===== src/cnc_pkg.sv =====
// Constants and types for the interrupt, coprocessor and reset input block.
// Assumes a single 100 MHz clock; no software-visible registers.
package cnc_pkg;
  localparam int unsigned NMI_VECTOR_NUM   = 2;
  localparam int unsigned COPROC_VECTOR_NUM = 16;
  localparam logic [7:0]  NMI_VECTOR       = 8'(NMI_VECTOR_NUM);
  localparam logic [7:0]  COPROC_VECTOR    = 8'(COPROC_VECTOR_NUM);
  localparam int unsigned NMI_LOW_CYC      = 4;
  localparam int unsigned NMI_HIGH_CYC     = 4;
  localparam int unsigned RST_MIN_CYC      = 16;
  localparam int unsigned INIT_CYC         = 38;
  localparam int unsigned CNT_W            = 6;
  localparam logic [CNT_W-1:0] CNT_ZERO    = 6'h00;
  localparam logic [CNT_W-1:0] CNT_ONE     = 6'h01;
  localparam logic [CNT_W-1:0] NMI_LOW_MIN = CNT_W'(NMI_LOW_CYC);
  localparam logic [CNT_W-1:0] RST_MIN     = CNT_W'(RST_MIN_CYC);
  localparam logic [CNT_W-1:0] INIT_LAST   = CNT_W'(INIT_CYC - 1);
  localparam int unsigned SYNC_BITS        = 3;
  localparam int unsigned SYNC_NMI         = 0;
  localparam int unsigned SYNC_BUSY_N      = 1;
  localparam int unsigned SYNC_ERROR_N     = 2;

  typedef enum logic [1:0] {
    CNC_ST_INIT = 2'b00,
    CNC_ST_RUN  = 2'b01,
    CNC_ST_WAIT = 2'b10
  } cnc_state_t;
endpackage


===== src/cnc_sync_if.sv =====
// Carrier between the top block and its synchroniser bank.
// Assumes both ends run on the same clock.
`timescale 1ns/1ps
`default_nettype none
interface cnc_sync_if;
  logic [cnc_pkg::SYNC_BITS-1:0] raw;
  logic [cnc_pkg::SYNC_BITS-1:0] synced;
  modport top  (output raw, input synced);
  modport sync (input raw, output synced);
endinterface // cnc_sync_if
`default_nettype wire


===== src/cnc_top.sv =====
// Interrupt, coprocessor handshake and reset input logic of the core.
// Assumes a core sequencer that reports wait/escape execution, accepts
// vectored traps and runs operand transfers when asked.
`timescale 1ns/1ps
`default_nettype none
module cnc_top (
  // Clock and reset
  input  wire logic       clk_in,
  input  wire logic       rst_in,
  // Pins in
  input  wire logic       nmi_in,
  input  wire logic       ext_operand_req_in,
  input  wire logic       busy_n_in,
  input  wire logic       error_n_in,
  // Pin out
  output logic            ext_operand_ack_n_out,
  // Core sequencer inputs
  input  wire logic       wait_instr_in,
  input  wire logic       escape_coproc_instr_in,
  input  wire logic       intr_pending_in,
  input  wire logic       operand_xfer_in,
  input  wire logic       trap_taken_in,
  // Core sequencer outputs
  output logic            operand_req_out,
  output logic            trap_req_out,
  output logic [7:0]      trap_vector_out,
  output logic            inta_cycle_out,
  output logic            stall_out,
  output logic            fetch_enable_out,
  output logic            reset_valid_out
);
  cnc_sync_if sif ();

  // State, counters and flags
  cnc_pkg::cnc_state_t state_ff;
  cnc_pkg::cnc_state_t nxt_state;
  logic [cnc_pkg::CNT_W-1:0] init_cnt_ff;
  logic [cnc_pkg::CNT_W-1:0] low_cnt_ff;
  logic [cnc_pkg::CNT_W-1:0] rst_cnt_ff;
  logic       nmi_q_ff;
  logic       nmi_armed_ff;
  logic       nmi_pend_ff;
  logic       err_pend_ff;
  logic       ack_n_ff;
  logic [7:0] vec_ff;

  // Synchronised pins and decoded terms
  logic       nmi_s;
  logic       busy_s;
  logic       error_s;
  logic       nmi_rise;
  logic       coproc_instr;
  // Trap flag terms and the vector's next value
  logic       err_set;
  logic       nmi_clr;
  logic       err_clr;
  logic [7:0] nxt_vec;

  // Pins into the synchroniser bank
  assign sif.raw[cnc_pkg::SYNC_NMI]     = nmi_in;
  assign sif.raw[cnc_pkg::SYNC_BUSY_N]  = busy_n_in;
  assign sif.raw[cnc_pkg::SYNC_ERROR_N] = error_n_in;

  cnc_sync u_sync (
    .clk_in (clk_in),
    .rst_in (rst_in),
    .sif    (sif)
  );

  // Synchronised levels, active high inside
  assign nmi_s   = sif.synced[cnc_pkg::SYNC_NMI];
  assign busy_s  = ~sif.synced[cnc_pkg::SYNC_BUSY_N];
  assign error_s = ~sif.synced[cnc_pkg::SYNC_ERROR_N];
  assign coproc_instr = wait_instr_in | escape_coproc_instr_in;

  // Set and clear terms shared by the latches and the vector mux
  assign err_set = coproc_instr && error_s &&
                   state_ff == cnc_pkg::CNC_ST_RUN;
  assign nmi_clr = trap_taken_in && vec_ff == cnc_pkg::NMI_VECTOR;
  assign err_clr = trap_taken_in && vec_ff == cnc_pkg::COPROC_VECTOR;

  // Edge from synchronised samples, after enough low time
  assign nmi_rise = nmi_s & ~nmi_q_ff & nmi_armed_ff;

  // Delayed NMI sample; reset clears it
  always_ff @(posedge clk_in or posedge rst_in) begin
    if (rst_in) begin
      nmi_q_ff <= 1'b0;
    end else begin
      nmi_q_ff <= nmi_s;
    end
  end

  // Low-time qualifier rejects short glitches
  always_ff @(posedge clk_in or posedge rst_in) begin
    if (rst_in) begin
      low_cnt_ff   <= cnc_pkg::CNT_ZERO;
      nmi_armed_ff <= 1'b0;
    end else if (nmi_s) begin
      low_cnt_ff   <= cnc_pkg::CNT_ZERO;
      if (!nmi_rise && nmi_q_ff)
        nmi_armed_ff <= 1'b0;
    end else begin
      if (low_cnt_ff != cnc_pkg::NMI_LOW_MIN)
        low_cnt_ff <= low_cnt_ff + cnc_pkg::CNT_ONE;
      if (low_cnt_ff + cnc_pkg::CNT_ONE >= cnc_pkg::NMI_LOW_MIN)
        nmi_armed_ff <= 1'b1;
    end
  end

  // NMI latch ignores the interrupt enable flag; set beats clear
  always_ff @(posedge clk_in or posedge rst_in) begin
    if (rst_in) begin
      nmi_pend_ff <= 1'b0;
    end else if (nmi_rise) begin
      nmi_pend_ff <= 1'b1;
    end else if (nmi_clr) begin
      nmi_pend_ff <= 1'b0;
    end
  end

  // Error sampled when a coprocessor instruction executes
  always_ff @(posedge clk_in or posedge rst_in) begin
    if (rst_in) begin
      err_pend_ff <= 1'b0;
    end else if (err_set) begin
      err_pend_ff <= 1'b1;
    end else if (err_clr) begin
      err_pend_ff <= 1'b0;
    end
  end

  // Vector chosen internally; NMI has priority
  // Follows the flags' next values, so a trap never shows a stale vector
  always_comb begin
    nxt_vec = vec_ff;
    if (nmi_rise || (nmi_pend_ff && !nmi_clr)) begin
      nxt_vec = cnc_pkg::NMI_VECTOR;
    end else if (err_set || (err_pend_ff && !err_clr)) begin
      nxt_vec = cnc_pkg::COPROC_VECTOR;
    end
  end

  always_ff @(posedge clk_in or posedge rst_in) begin
    if (rst_in) begin
      vec_ff <= cnc_pkg::NMI_VECTOR;
    end else begin
      vec_ff <= nxt_vec;
    end
  end

  // Sequencer: init count, run, wait on busy
  always_comb begin
    nxt_state = state_ff;
    case (state_ff)
      cnc_pkg::CNC_ST_INIT: begin
        if (init_cnt_ff == cnc_pkg::INIT_LAST)
          nxt_state = cnc_pkg::CNC_ST_RUN;
      end
      cnc_pkg::CNC_ST_RUN: begin
        if (coproc_instr && busy_s && !error_s)
          nxt_state = cnc_pkg::CNC_ST_WAIT;
      end
      cnc_pkg::CNC_ST_WAIT: begin
        // Interrupts break the wait
        if (!busy_s || nmi_pend_ff || intr_pending_in)
          nxt_state = cnc_pkg::CNC_ST_RUN;
      end
      default: nxt_state = cnc_pkg::CNC_ST_INIT;
    endcase
  end

  // State register
  always_ff @(posedge clk_in or posedge rst_in) begin
    if (rst_in) begin
      state_ff <= cnc_pkg::CNC_ST_INIT;
    end else begin
      state_ff <= nxt_state;
    end
  end

  // Init counter stops once running
  always_ff @(posedge clk_in or posedge rst_in) begin
    if (rst_in) begin
      init_cnt_ff <= cnc_pkg::CNT_ZERO;
    end else if (state_ff == cnc_pkg::CNC_ST_INIT) begin
      init_cnt_ff <= init_cnt_ff + cnc_pkg::CNT_ONE;
    end
  end

  // Cycles since reset release counted up to RST_MIN; release assumed synchronous
  always_ff @(posedge clk_in or posedge rst_in) begin
    if (rst_in) begin
      rst_cnt_ff <= cnc_pkg::CNT_ZERO;
    end else if (rst_cnt_ff != cnc_pkg::RST_MIN) begin
      rst_cnt_ff <= rst_cnt_ff + cnc_pkg::CNT_ONE;
    end
  end

  // Acknowledge low only during the operand transfer
  always_ff @(posedge clk_in or posedge rst_in) begin
    if (rst_in) begin
      ack_n_ff <= 1'b1;
    end else begin
      ack_n_ff <= ~(operand_xfer_in && ext_operand_req_in);
    end
  end

  // Outputs to pins and sequencer
  assign ext_operand_ack_n_out = ack_n_ff;
  assign operand_req_out  = ext_operand_req_in &&
                            state_ff != cnc_pkg::CNC_ST_INIT;
  assign trap_req_out     = nmi_pend_ff | err_pend_ff;
  assign trap_vector_out  = vec_ff;
  assign inta_cycle_out   = 1'b0;  // Internal vectors only
  assign stall_out        = state_ff == cnc_pkg::CNC_ST_WAIT;
  assign fetch_enable_out = state_ff != cnc_pkg::CNC_ST_INIT;

  // Cannot see reset length from inside an async reset; shows RST_MIN cycles since release
  assign reset_valid_out  = rst_cnt_ff == cnc_pkg::RST_MIN;
endmodule // cnc_top
`default_nettype wire


===== src/cnc_sync.sv =====
// Two-stage synchroniser bank for asynchronous pins.
// Assumes reset levels equal the inactive pin levels.
`timescale 1ns/1ps
`default_nettype none
module cnc_sync (
  // Clock and reset
  input  wire logic clk_in,
  input  wire logic rst_in,
  // Pins in, synced out
  cnc_sync_if.sync  sif
);
  // Inactive levels: NMI low, busy and error high
  localparam logic [cnc_pkg::SYNC_BITS-1:0] IDLE = 3'h6;
  logic [cnc_pkg::SYNC_BITS-1:0] meta_ff;
  logic [cnc_pkg::SYNC_BITS-1:0] sync_ff;

  genvar i;
  generate
    for (i = 0; i < cnc_pkg::SYNC_BITS; i++) begin : g_bit
      // First stage feeds only the second
      always_ff @(posedge clk_in or posedge rst_in) begin
        if (rst_in) begin
          meta_ff[i] <= IDLE[i];
          sync_ff[i] <= IDLE[i];
        end else begin
          meta_ff[i] <= sif.raw[i];
          sync_ff[i] <= meta_ff[i];
        end
      end
    end
  endgenerate

  assign sif.synced = sync_ff;
endmodule // cnc_sync
`default_nettype wire


===== config.mk =====
export PLATFORM = sky130hd
export DESIGN_NAME = cnc_top
export DESIGN_NICKNAME = d
export VERILOG_FILES = /design/src/cnc_pkg.sv /design/src/cnc_sync_if.sv /design/src/cnc_top.sv /design/src/cnc_sync.sv
export SDC_FILE = /design/constraint.sdc
export NUM_CORES = 1
export LEC_CHECK = 0
export BUFFER_PORTS_ARGS = -buffer_cell sky130_fd_sc_hd__clkbuf_2
export CAP_MARGIN = 15
export CORE_MARGIN = 4
export CORE_UTILIZATION = 40
export DETAILED_ROUTE_END_ITERATION = 12
export SLEW_MARGIN = 15
export SYNTH_ARGS = -nofsm -noshare
export SYNTH_HDL_FRONTEND = slang
export SYNTH_SLANG_ARGS = --single-unit

===== constraint.sdc =====
create_clock -name clk_in -period 1.6 [get_ports clk_in]
set_input_delay 0.32 -clock clk_in [delete_from_list [all_inputs] [get_ports clk_in]]
set_output_delay 0.32 -clock clk_in [all_outputs]
set_load 0.1 [all_outputs]

==> summary.md <==
| Metric | Value |
|---|---|
| Layout cell share with drive strength beyond 1 | `a little under a third` |
| P&R area growth vs syn | `28.21%` |
| Count of flip-flops with a built-in enable after synthesis | `0` |
| Pwr Density | `1768 nW/um2` |
| Seq/Total Area, Yosys | `between 50% and 60%` |
| Status | `finished with violations` |
| Non-Filler Instances | `~220` |
| Total CTS buffers | `5` |
| Hold Path Stages | `1` |
| First-pass GRT wire length | `4.685 mm` |
| DR iter-0 viols | `36` |
| Wirelength, routed | `approximately 2.7 mm` |
| R2r setup slk | `0.12 ns` |
| Latest clock arrival within the worst-skew pair | `0.28 ns` |
| Failing checks | `negative setup slack` |
| Via/cell ratio | `a little under 5` |
| Sequential Area | `~830 um2` |
| Pre-CTS WS | `0.1168 ns` |
| Largest fanout on the critical path | `2` |
| Final setup fails | `1` |
| Nets | `187` |
| DRC viols | `0` |
| Top cell type's share of synthesized area | `43.65%` |
| Avg Cell Area, Syn | `11.06 um2` |
| Ports | `26` |
| Post-DRT Antenna Nets | `0` |
| Number of distinct library cells after synthesis | `40` |
| Multi-input gate area | `636.9 um2` |
| Inst Count DP | `205` |
| Drt first pass iters | `4` |
| Worst setup EP type | `output pin` |
| Reg2reg start | `low_cnt_ff[0]` |
| Max-slew violation count | `0` |
| Leading area contributor after synthesis | `dfrtp_1` |
| # clock sinks | `33` |
| DR WL/cell | `12.12 um` |
| H-Tree Depth | `2` |
| Vias in the first global route | `1051` |
| Number of max-cap violations | `0` |
| Clock transition at the registers of the reported paths | `0.07 ns` |
| Post-route clock period utilization | `104.2%` |
| # diodes | `0` |
| Commonest cells post-synth | `dfrtp_1 (27), inv_1 (10), xnor2_1 (10)` |
| Mapped Cells | `140` |
| Peak supply drop | `0.9875 mV` |
| Hold Crit Class | `input pin to register` |
| Total congestion overflow | `0` |
| Synth Flop Type | `dfrtp_1` |
| WHS Endpoint | `u_sync.meta_ff[2]` |
| Async SR Flop Fraction | `100.0%` |
| FP Rows | `22` |
| Largest net degree at the start of global routing | `28` |
| Fin. Hold Viols | `0` |
| Starting density of the core | `a little over two fifths` |
| Type of the worst setup path | `register to output pin` |
| Post-DP HPWL | `about 2.0 mm` |
| Count leader, synth | `dfrtp_1` |
| Synth Cell Area | `1548 um2` |
| GRT Total Usage | `12.33%` |
| Fillers | `345` |
| Global placer's final weighted congestion | `0.7664` |
| Skew final | `0.006138 ns` |
| Hold Startpoint | `error_n_in` |
| Leakage | `0.9206 nW` |
| Top post-synthesis cells by area | `dfrtp_1 (44%), dfstp_2 (10%), xnor2_1 (5.7%), ha_1 (4.9%), buf_4 (3.9%)` |
| Worst Setup Start Kind | `register` |
| RR Endpoint | `low_cnt_ff[0]` |
| Antenna violations before repair | `0` |
| Worst setup margin | `-0.06650 ns` |
| Yosys Warn Count | `0` |
| Worst slew margin | `between 60 and 70%` |
| CTS Root Cell | `clkbuf_8` |
| Fmax | `600.1 MHz` |
| Max Buffers Root-to-Sink | `2` |
| Die Area | `4929 um2` |
| Yosys reg bits | `33` |
| Critical Path AT | `around 1.4 ns` |
| CTS tree | `yes` |
| Required time worst endpoint | `1.28 ns` |
| Die H | `70.21 um` |
| R2R depth | `5` |
| Core Area | `3689 um2` |
| Minimum clock period | `~1.7 ns` |
| RSZ-0062 raised after global routing | `true` |
| Slew @ Worst Pin | `0.5405 ns` |
| Via count | `1057` |
| I/O Buffers | `18` |
| WHS | `0.1105 ns` |
| Chip Width | `about 70 um` |
metrics by stage:
stage | utilization (%) | area [um2] | TNS (ns) | total power, mW
2_1_floorplan | - | 1578 | -0.4712 | 2.211
3_3_place_gp | 48.20 | 1778 | 0 | 2.510
3_5_place_dp | 48.20 | 1778 | 0 | 2.545
4_1_cts | 53.49 | 1973 | -0.05019 | 3.528
5_1_grt | 53.80 | 1984 | -0.1161 | 3.728
6_report | 53.80 | 1984 | -0.06650 | 3.509
per-layer routing:
metal,wire length [um],global-route usage (%)
met4,89,6.596
met5,0,0
met1,1131,14.08
met3,179,5.324
met2,1254,19.41
critical path: stages, from the launching register on:
cell and delay [ns]:
dfrtp_1 0.39, inv_1 0.06, ha_1 0.15, and4b_2 0.28, buf_12 0.18
how the worst max path moves through the flow:
stage | startpoint | end | slack (ns)
floorplan | state_ff[0] | operand_req_out | -0.47
global placement | rst_cnt_ff[0] | reset_valid_out | 0.18
detailed placement | rst_cnt_ff[0] | reset_valid_out | 0.12
CTS | rst_cnt_ff[0] | reset_valid_out | -0.05
global route | rst_cnt_ff[1] | reset_valid_out | -0.11
finish | rst_cnt_ff[0] | reset_valid_out | -0.07
report_power, final:
part	leakage [nW]	switching (mW)	internal (mW)
registers	0.407	0.189	1.03
logic	0.445	0.854	0.521
clock network	0.0681	0.294	0.618
final cells by class:
type                            count  area share (%)
Clock buffer                        5           3.468
Clock inverter                      3           3.279
Inverter                           10           1.892
Multi-Input combinational cell     92           32.09
Sequential cell                    33           41.99
Tap cell                           48           3.026
Timing Repair Buffer               28           14.25
state kept, by name (all words and copies together) (netlist names):
register,flops
u_sync.sif.synced,3
nmi_q_ff,1
rst_cnt_ff,6
u_sync.meta_ff,3
trap_vector_out,2
ext_operand_ack_n_out,1
state_ff,2
err_pend_ff,1
nmi_pend_ff,1
low_cnt_ff,6
nmi_armed_ff,1
init_cnt_ff,6
cell usage in the layout, fill, tap and decap left out, types with 2 or more instances in the layout:
| cell type | count |
|---|---|
| dfrtp_1 | 27 |
| clkbuf_2 | 11 |
| xnor2_1 | 10 |
| inv_1 | 9 |
| nor2_1 | 7 |
| nand3_1 | 7 |
| conb_1 | 7 |
| buf_12 | 7 |
| buf_4 | 7 |
| nand2_1 | 6 |
| ha_1 | 6 |
| clkbuf_8 | 6 |
| dfstp_2 | 6 |
| nor2b_1 | 4 |
| nand4_1 | 3 |
| nor3_1 | 3 |
| xor2_1 | 3 |
| nor2_2 | 2 |
| or2_2 | 2 |
| a22oi_1 | 2 |
| o31ai_1 | 2 |
| o31a_1 | 2 |
| o22ai_1 | 2 |
| and3_1 | 2 |
| a21oi_1 | 2 |
| mux2_2 | 2 |
| o21ai_0 | 2 |
| bufinv_16 | 2 |
cells by family after synthesis:
group	share of synthesized area (%)
simple gates	16.57
compound gates	8.165
buf+inv	7.519
other cells	0.2423
xor+xnor	7.357
fa+ha+maj	4.850
flops	53.84
mux	1.455
repair_timing:
item | in CTS | in global routing
buffers inserted | 5 | 0
hold buffers | 1 | 0
endpoints found under the setup margin | 4 | 4
pin swaps | 1 | 2
resized for setup | 5 | 4
endpoints found under the hold margin | 5 | 0
No activity file was read; power rests on OpenSTA's default activity.
